**config.mk**
```make
export PLATFORM = sky130hd
export DESIGN_NAME = lpc_ctrl
export DESIGN_NICKNAME = d
export VERILOG_FILES = /design/src/lpc_ctrl.v
export VERILOG_INCLUDE_DIRS = /design/src
export SDC_FILE = /design/constraint.sdc
export NUM_CORES = 1
export LEC_CHECK = 0
export CAP_MARGIN = 20
export CORE_ASPECT_RATIO = 0.6
export CORE_MARGIN = 2
export CORE_UTILIZATION = 45
export CTS_BUF_LIST = sky130_fd_sc_hd__clkbuf_4
export CTS_CLUSTER_SIZE = 20
export DETAILED_ROUTE_END_ITERATION = 6
export DONT_BUFFER_PORTS = 1
export SETUP_SLACK_MARGIN = 0.15
export SYNTH_ARGS = -nofsm -noshare
export SYNTH_HDL_FRONTEND = slang
export SYNTH_SLANG_ARGS = --single-unit
```
**constraint.sdc**
```tcl
create_clock -name mclk -period 3.25 [get_ports mclk]
set_clock_uncertainty 0.2 [all_clocks]
set_input_delay 0.325 -clock mclk [delete_from_list [all_inputs] [get_ports mclk]]
set_output_delay 0.325 -clock mclk [all_outputs]
set_load 0.05 [all_outputs]
```
**src/lpc_defs.vh**
```
// constants for the low-power clock mode controller
`ifndef LPC_DEFS_VH
`define LPC_DEFS_VH
// register byte offsets
`define LPC_OFS_CLKSEL 12'h000
`define LPC_OFS_MODE 12'h004
`define LPC_OFS_STATUS 12'h008
// clock select register fields
`define LPC_BIT_MULT_LO 0
`define LPC_BIT_MULT_HI 1
`define LPC_BIT_WAIT_LO 2
`define LPC_BIT_WAIT_HI 3
`define LPC_BIT_SUB_SEL 4
`define LPC_BIT_MAIN_SEL 5
`define LPC_BIT_INTERMIT 6
// reset values: main clock selected, sub clock select set
`define LPC_RST_CLKSEL 8'h34
// low-power request codes in the mode register
`define LPC_REQ_NONE 3'h0
`define LPC_REQ_SLEEP 3'h1
`define LPC_REQ_WATCH 3'h2
`define LPC_REQ_PWATCH 3'h3
`define LPC_REQ_STOP 3'h4
// stabilization waits, in mclk cycles
`define LPC_PLL_WAIT 16'h0100
`define LPC_MWAIT_0 16'h0040
`define LPC_MWAIT_1 16'h0200
`define LPC_MWAIT_2 16'h1000
`define LPC_MWAIT_3 16'h4000
// main clock to PLL phase relation repeats every this many cycles
`define LPC_SYNC_PERIOD 4'h8
// intermittent CPU clock: one enable in this many cycles
`define LPC_INTERMIT_DIV 3'h4
`endif

```
**src/lpc_ctrl.v**
```verilog
// low-power clock mode controller with apb register access
//
// The APB interface to the registers and the address map were decided locally.
`timescale 1ns/1ps
`default_nettype none
`include "lpc_defs.vh"
module lpc_ctrl (
    // clock and reset
    input wire mclk,
    input wire rst_n,
    // apb slave
    input wire psel,
    input wire penable,
    input wire pwrite,
    input wire [11:0] paddr,
    input wire [31:0] pwdata,
    output reg [31:0] prdata,
    output reg pready,
    output reg pslverr,
    // asynchronous wake-up request
    input wire wake_irq,
    // oscillator and clock enables
    output reg main_osc_en,
    output reg sub_osc_en,
    output reg pll_en,
    output reg [3:0] pll_mult,
    output reg [1:0] mach_src,
    output reg cpu_clk_en,
    output reg periph_clk_en,
    output reg tbt_clk_en,
    output reg wdt_watch_clk_en,
    output reg [3:0] mode
);

// mode encodings, also the mode output
localparam M_PLL = 4'h0;
localparam M_PLL_SLEEP = 4'h1;
localparam M_PLL_WATCH = 4'h2;
localparam M_PWATCH = 4'h3;
localparam M_MAIN = 4'h4;
localparam M_MAIN_SLEEP = 4'h5;
localparam M_MAIN_WATCH = 4'h6;
localparam M_MAIN_STOP = 4'h7;
localparam M_SUB = 4'h8;
localparam M_SUB_SLEEP = 4'h9;
localparam M_SUB_WATCH = 4'hA;
localparam M_SUB_STOP = 4'hB;
localparam M_PLL_WAIT = 4'hC;
localparam M_MAIN_WAIT = 4'hD;
localparam M_PLL_EXIT = 4'hE;
// machine clock source
localparam SRC_MAIN = 2'h0;
localparam SRC_SUB = 2'h1;
localparam SRC_PLL = 2'h2;

reg [7:0] clksel_q;
reg [2:0] req_q;
reg [3:0] st_q;
reg [3:0] st_d;
reg [3:0] home_q;
reg [15:0] cnt_q;
reg [3:0] sync_q;
reg [2:0] idiv_q;
reg wake_s1_q;
reg wake_s2_q;
reg pll_lock_q;
reg main_wait_q;

wire main_sel = clksel_q[`LPC_BIT_MAIN_SEL];
wire sub_sel = clksel_q[`LPC_BIT_SUB_SEL];
wire [1:0] mult_code = {clksel_q[`LPC_BIT_MULT_HI], clksel_q[`LPC_BIT_MULT_LO]};
wire [1:0] wait_code = {clksel_q[`LPC_BIT_WAIT_HI], clksel_q[`LPC_BIT_WAIT_LO]};
wire intermit = clksel_q[`LPC_BIT_INTERMIT];
wire wr = psel && penable && pwrite;
wire rd = psel && !penable && !pwrite;
wire map_hit = (paddr == `LPC_OFS_CLKSEL) || (paddr == `LPC_OFS_MODE) ||
    (paddr == `LPC_OFS_STATUS);
wire cnt_done = (cnt_q == 16'h0000);
wire sync_pt = (sync_q == 4'h0);
wire wake = wake_s2_q;

reg [15:0] main_wait_len;
always @* begin
    case (wait_code)
        2'h0: main_wait_len = `LPC_MWAIT_0;
        2'h1: main_wait_len = `LPC_MWAIT_1;
        2'h2: main_wait_len = `LPC_MWAIT_2;
        default: main_wait_len = `LPC_MWAIT_3;
    endcase
end

// wake request is asynchronous to mclk
always @(posedge mclk or negedge rst_n) begin
    if (!rst_n) begin
        wake_s1_q <= 1'b0;
        wake_s2_q <= 1'b0;
    end else begin
        wake_s1_q <= wake_irq;
        wake_s2_q <= wake_s1_q;
    end
end

// mode transitions
always @* begin
    st_d = st_q;
    case (st_q)
        M_MAIN: begin
            if (!main_sel && sub_sel)
                st_d = M_PLL_WAIT;
            else if (!sub_sel)
                st_d = M_SUB;
            else if (req_q == `LPC_REQ_SLEEP)
                st_d = M_MAIN_SLEEP;
            else if (req_q == `LPC_REQ_WATCH)
                st_d = M_MAIN_WATCH;
            else if (req_q == `LPC_REQ_PWATCH)
                st_d = M_PWATCH;
            else if (req_q == `LPC_REQ_STOP)
                st_d = M_MAIN_STOP;
        end
        M_PLL_WAIT: begin
            if (main_sel || !sub_sel)
                st_d = M_MAIN;
            else if (cnt_done)
                st_d = M_PLL;
        end
        M_PLL: begin
            if (main_sel || !sub_sel)
                st_d = M_PLL_EXIT;
            else if (req_q == `LPC_REQ_SLEEP)
                st_d = M_PLL_SLEEP;
            else if (req_q == `LPC_REQ_WATCH)
                st_d = M_PLL_WATCH;
            else if (req_q == `LPC_REQ_PWATCH)
                st_d = M_PWATCH;
            else if (req_q == `LPC_REQ_STOP)
                st_d = M_MAIN_STOP;
        end
        M_PLL_EXIT: begin
            if (sync_pt)
                st_d = sub_sel ? M_MAIN : M_SUB;
        end
        M_SUB: begin
            if (sub_sel)
                st_d = M_MAIN_WAIT;
            else if (req_q == `LPC_REQ_SLEEP)
                st_d = M_SUB_SLEEP;
            else if (req_q == `LPC_REQ_WATCH || req_q == `LPC_REQ_PWATCH)
                st_d = M_SUB_WATCH;
            else if (req_q == `LPC_REQ_STOP)
                st_d = M_SUB_STOP;
        end
        M_MAIN_WAIT: begin
            if (cnt_done)
                st_d = main_sel ? home_q : M_PLL_WAIT;
        end
        M_PLL_SLEEP, M_PLL_WATCH, M_PWATCH, M_MAIN_SLEEP, M_MAIN_WATCH,
        M_SUB_SLEEP, M_SUB_WATCH: begin
            if (wake)
                st_d = home_q;
        end
        M_MAIN_STOP: begin
            if (wake)
                st_d = M_MAIN_WAIT;
        end
        M_SUB_STOP: begin
            if (wake)
                st_d = M_SUB;
        end
        default: st_d = M_MAIN;
    endcase
end

always @(posedge mclk or negedge rst_n) begin
    if (!rst_n) begin
        st_q <= M_MAIN;
        home_q <= M_MAIN;
        cnt_q <= 16'h0000;
        main_wait_q <= 1'b0;
    end else begin
        st_q <= st_d;
        // remember which clock mode a sleep or watch returns to
        if (st_q == M_PLL || st_q == M_MAIN || st_q == M_SUB)
            home_q <= (st_q == M_PLL && st_d == M_MAIN_STOP) ? M_MAIN : st_q;
        else if (st_q == M_SUB && st_d == M_MAIN_WAIT)
            home_q <= M_MAIN;
        if (st_d == M_MAIN_WAIT && st_q != M_MAIN_WAIT)
            home_q <= M_MAIN;
        if (st_d == M_PLL_WAIT && st_q != M_PLL_WAIT)
            cnt_q <= `LPC_PLL_WAIT;
        else if (st_d == M_MAIN_WAIT && st_q != M_MAIN_WAIT)
            cnt_q <= main_wait_len;
        else if (!cnt_done)
            cnt_q <= cnt_q - 16'h0001;
        main_wait_q <= (st_d == M_MAIN_WAIT);
    end
end

// phase counter marking the point where pll and main edges line up
always @(posedge mclk or negedge rst_n) begin
    if (!rst_n) begin
        sync_q <= 4'h0;
        idiv_q <= 3'h0;
    end else begin
        if (sync_q == `LPC_SYNC_PERIOD - 4'h1)
            sync_q <= 4'h0;
        else
            sync_q <= sync_q + 4'h1;
        if (idiv_q == `LPC_INTERMIT_DIV - 3'h1)
            idiv_q <= 3'h0;
        else
            idiv_q <= idiv_q + 3'h1;
    end
end

// apb registers; the low-power request self-clears once a mode is taken
always @(posedge mclk or negedge rst_n) begin
    if (!rst_n) begin
        clksel_q <= `LPC_RST_CLKSEL;
        req_q <= `LPC_REQ_NONE;
        prdata <= 32'h00000000;
        pready <= 1'b0;
        pslverr <= 1'b0;
    end else begin
        pready <= psel && !penable;
        pslverr <= psel && !penable && !map_hit;
        if (wr && paddr == `LPC_OFS_CLKSEL)
            clksel_q <= pwdata[7:0];
        if (wr && paddr == `LPC_OFS_MODE)
            req_q <= pwdata[2:0];
        else if (st_q != st_d)
            req_q <= `LPC_REQ_NONE;
        if (rd) begin
            case (paddr)
                `LPC_OFS_CLKSEL: prdata <= {24'h000000, clksel_q};
                `LPC_OFS_MODE: prdata <= {29'h0, req_q};
                `LPC_OFS_STATUS: prdata <= {22'h0, pll_lock_q, main_wait_q, st_q,
                    home_q};
                default: prdata <= 32'h00000000;
            endcase
        end
    end
end

// clock enables per mode
always @(posedge mclk or negedge rst_n) begin
    if (!rst_n) begin
        main_osc_en <= 1'b1;
        sub_osc_en <= 1'b1;
        pll_en <= 1'b0;
        pll_mult <= 4'h2;
        mach_src <= SRC_MAIN;
        cpu_clk_en <= 1'b1;
        periph_clk_en <= 1'b1;
        tbt_clk_en <= 1'b1;
        wdt_watch_clk_en <= 1'b1;
        mode <= M_MAIN;
        pll_lock_q <= 1'b0;
    end else begin
        mode <= st_d;
        pll_mult <= {mult_code, 1'b0} + 4'h2;
        sub_osc_en <= (st_d != M_MAIN_STOP) && (st_d != M_SUB_STOP);
        pll_en <= (st_d == M_PLL) || (st_d == M_PLL_SLEEP) || (st_d == M_PLL_WAIT) ||
            (st_d == M_PLL_EXIT) || (st_d == M_PWATCH && home_q == M_PLL);
        pll_lock_q <= (st_d == M_PLL) || (st_d == M_PLL_SLEEP) || (st_d == M_PLL_EXIT);
        main_osc_en <= (st_d == M_PLL) || (st_d == M_PLL_SLEEP) || (st_d == M_PLL_WAIT) ||
            (st_d == M_PLL_EXIT) || (st_d == M_MAIN) || (st_d == M_MAIN_SLEEP) ||
            (st_d == M_MAIN_WAIT) || (st_d == M_PWATCH);
        // pll output halved downstream; main source is main/2
        case (st_d)
            M_PLL, M_PLL_SLEEP, M_PLL_EXIT: mach_src <= SRC_PLL;
            M_SUB, M_SUB_SLEEP, M_SUB_WATCH, M_SUB_STOP, M_PLL_WATCH,
            M_MAIN_WATCH: mach_src <= SRC_SUB;
            M_MAIN_WAIT: mach_src <= mach_src;
            default: mach_src <= SRC_MAIN; // pll wait keeps main
        endcase
        // cpu stops in every mode but pll, main, sub, pll wait and pll exit; intermittent gating
        cpu_clk_en <= (st_d == M_PLL || st_d == M_MAIN || st_d == M_SUB ||
            st_d == M_PLL_EXIT || st_d == M_PLL_WAIT) &&
            (!intermit || idiv_q == 3'h0);
        // peripherals keep full speed while cpu is intermittent
        periph_clk_en <= (st_d == M_PLL || st_d == M_MAIN || st_d == M_SUB ||
            st_d == M_PLL_EXIT || st_d == M_PLL_WAIT || st_d == M_PLL_SLEEP ||
            st_d == M_MAIN_SLEEP || st_d == M_SUB_SLEEP);
        // timebase follows the main oscillator, watch timer the sub one
        tbt_clk_en <= (st_d == M_PLL || st_d == M_PLL_SLEEP || st_d == M_PLL_WAIT ||
            st_d == M_PLL_EXIT || st_d == M_MAIN || st_d == M_MAIN_SLEEP ||
            st_d == M_MAIN_WAIT || st_d == M_PWATCH);
        wdt_watch_clk_en <= (st_d != M_MAIN_STOP) && (st_d != M_SUB_STOP);
    end
end

endmodule
`default_nettype wire

```
==> flow_summary.toml <==
[floorplan]
dieWidth_um = 125
fp.dieH_um = 76.8
io-pin-count = 101
placementRows = 26
die-area_um2 = 9620
core_area_um2 = 8560
initial_core_util = 0.464

[place]
gp_congestion = 0.976
port_buffers = 0
post-dp-hpwl_mm = 6.94
place_ws_ps = 288

[yosys]
yosysTopAreaCellShare = 0.365
yosysWarnings = 0
synth_area_um2 = 3970
synth_area_leaders = "dfrtp_1, dfstp_2, buf_4, nand2_1, a21oi_1"
async_reset_ff_frac = 1.00
yosysSeqAreaShare = 0.432
synthCells = 415
synth-edff-count = 0
synth_adder_area_share = 0.0189
synth-simple-area-share = 0.217
yosysUniqueCellTypes = 68
synth_top_family_by_area = "simple AND/OR/NAND/NOR gates"
synth_top_cells_by_count = "dfrtp_1, nand2_1, buf_4, nor2_1"
yosysTopAreaCell = "dfrtp_1"
yosys-mux-area-fraction = 0.0369
synth_area_per_cell_um2 = 9.57
ys_seq_elements = 68
synth-xor-area-share = 0.0353
synth_most_common_cell = "dfrtp_1"
ys.flop_type = "dfrtp_1"
synth_compound_area_frac = 0.164

[routing]
drtPass1Iterations = 5
route.detailed.wl_per_inst_um = 17.4
ant_nets = 0
vias_per_cell = 5.57
postRouteWirelength_mm = 9.69
vias = 3106
drt_iter0_drc = 264
drcViolationCount = 0

[cells_and_area]
final_net_count = 497
final_util = 0.516
drive_gt1_frac = 0.184
fillers = 793
num_antenna_cells = 0
syn_to_final_growth_pct = 11.1

[setup_path]
cp.arrival_ps = 3190
end_kind = "flop"
start_kind = "flop"
cp_max_fo = 14
critPathKind = "reg -> reg"
cp_data_required_time_ps = 3420

[global_route]
grt_usage = 0.215
grt_pass1_wl_mm = 16.2
grt_pass1_vias = 2970
grt_overflow = 0
grt_max_degree = 69
grt_antenna_before_repair = 0

[clock_network]
cts_buffers = 9
htree_levels = 3
cts_tree = "built"
clk_pin_slew_ps = 120
clk_latency_ps = 430
cts.sinks = 68
clockRootBuffer = "clkbuf_4"
clock_path_buffers = 2

[sta]
worst_slew_pin_slew_ps = 655
hold_viol = 0
setup_violations = 0
setup_slack_ps = 228
drv_slew = 0
slew_headroom = 0.563
hold_ws_ps = 26.6
finalSetupTns_ps = 0
fmax_mhz = 331
fin_crit_sh = 0.930
rsz0062_at_grt = "yes"
period_minus_slack_ps = 3020

[job]
maxCapViolations = 0

[power_and_ir_drop]
p_leak_nw = 1.99
vdd_ir_drop_max_mv = 0.755
powerDensity_nw_per_um2 = 845
p_total_w = 0.00373

[min_path]
min_path_type = "in -> reg"

[outcome]
outcome = "finished, final reports clean"
final timing paths:
kind	start	endpoint	slack, ps	depth (start not counted)
min in group asynchronous	rst_n	mach_src[1]	230	2
min reg2reg	wake_s1_q	wake	160	0
max	mode[2]	cnt_q[6]	230	8
max reg2reg	mode[2]	cnt_q[6]	230	8
min	paddr[3]	clksel_q[7]	30	2
max in group asynchronous	rst_n	clksel_q[4]	2300	2
cells in the final DEF (no fill, tap or decap), types with 7 or more instances in the layout:
master,n
a21oi_1,21
buf_4,20
clkbuf_4,13
conb_1,23
dfrtp_1,55
dfstp_2,9
dlygate4sd3_1,16
inv_1,21
mux2i_1,9
nand2_1,34
nand3_1,13
nor2_1,27
nor3_1,8
nor3_2,11
o21ai_0,19
o31ai_1,7
or3_1,7
xnor2_1,12
critical path, cell delays in order (launching register included):
cell and delay (ps):
dfstp_4 730, and3b_1 220, and2_1 240, a21bo_1 230, and3_1 250, inv_1 190
nand3_2 230, or4_1 540, a21oi_1 140
sequential cells by signal, indices dropped and copies added, names as in the netlist:
name and flops:
clksel_q 8, cpu_clk_en 1, prdata 10, periph_clk_en 1, wake_s1_q 1, wdt_watch_clk_en 1, mode 4, pll_mult 3
tbt_clk_en 1, idiv_q 3, pslverr 1, pll_lock_q 1, mach_src 2, pll_en 1, wake 1, pready 1
sync_q 4, cnt_q 16, req_q 3, main_wait_q 1, home_q 4
cell families after synthesis:
family,after synthesis
AOI/OAI and AO/OA,92
xor gates and xnor gates,16
adders and majority gates,6
buffers and inverters,66
DFF,68
muxes,14
other,1
and+or+nand+nor,152
metrics by stage:
step,std cells,area (um2)
5_1_grt,558,4410
4_1_cts,557,4380
3_3_place_gp,524,4050
6_report,558,4410
2_1_floorplan,437,4050
3_5_place_dp,524,4050
final cells by class:
type                       count  area [um2]  share of cell area
sequential                    68        1720               0.390
clock buffer                  13        97.6              0.0221
multi-input combinational    303        1980               0.448
clock inverter                 3        40.0             0.00907
inverter                      21        78.8              0.0179
timing repair buffer          38         358              0.0811
tap                          112         140              0.0318
report_power, final:
group / total, W / leakage [nW] / switching [W] / internal, W
sequential: 0.00143 / 0.861 / 0.000387 / 0.00104
combinational: 0.00173 / 1.05 / 0.00103 / 0.000699
clock: 0.000570 / 0.0818 / 0.000302 / 0.000268
routing by layer:
layer | up-vias | GRT usage | wire, um | share of wire
met3 | 14 | 0.0949 | 911 | 0.094
met2 | 123 | 0.257 | 3630 | 0.37
li1 | 1483 | - | - | -
met1 | 1486 | 0.338 | 5030 | 0.52
met4 | 0 | 0.0533 | 119 | 0.012
met5 | - | 0 | 0 | 0
repair_timing:
item,in CTS,in global routing
hold buffers,17,0
gates resized for setup,0,7
endpoints found under the setup margin,0,16
setup buffers,0,1
endpoints found under the hold margin,89,0
Power figures use the tool's default switching activity.
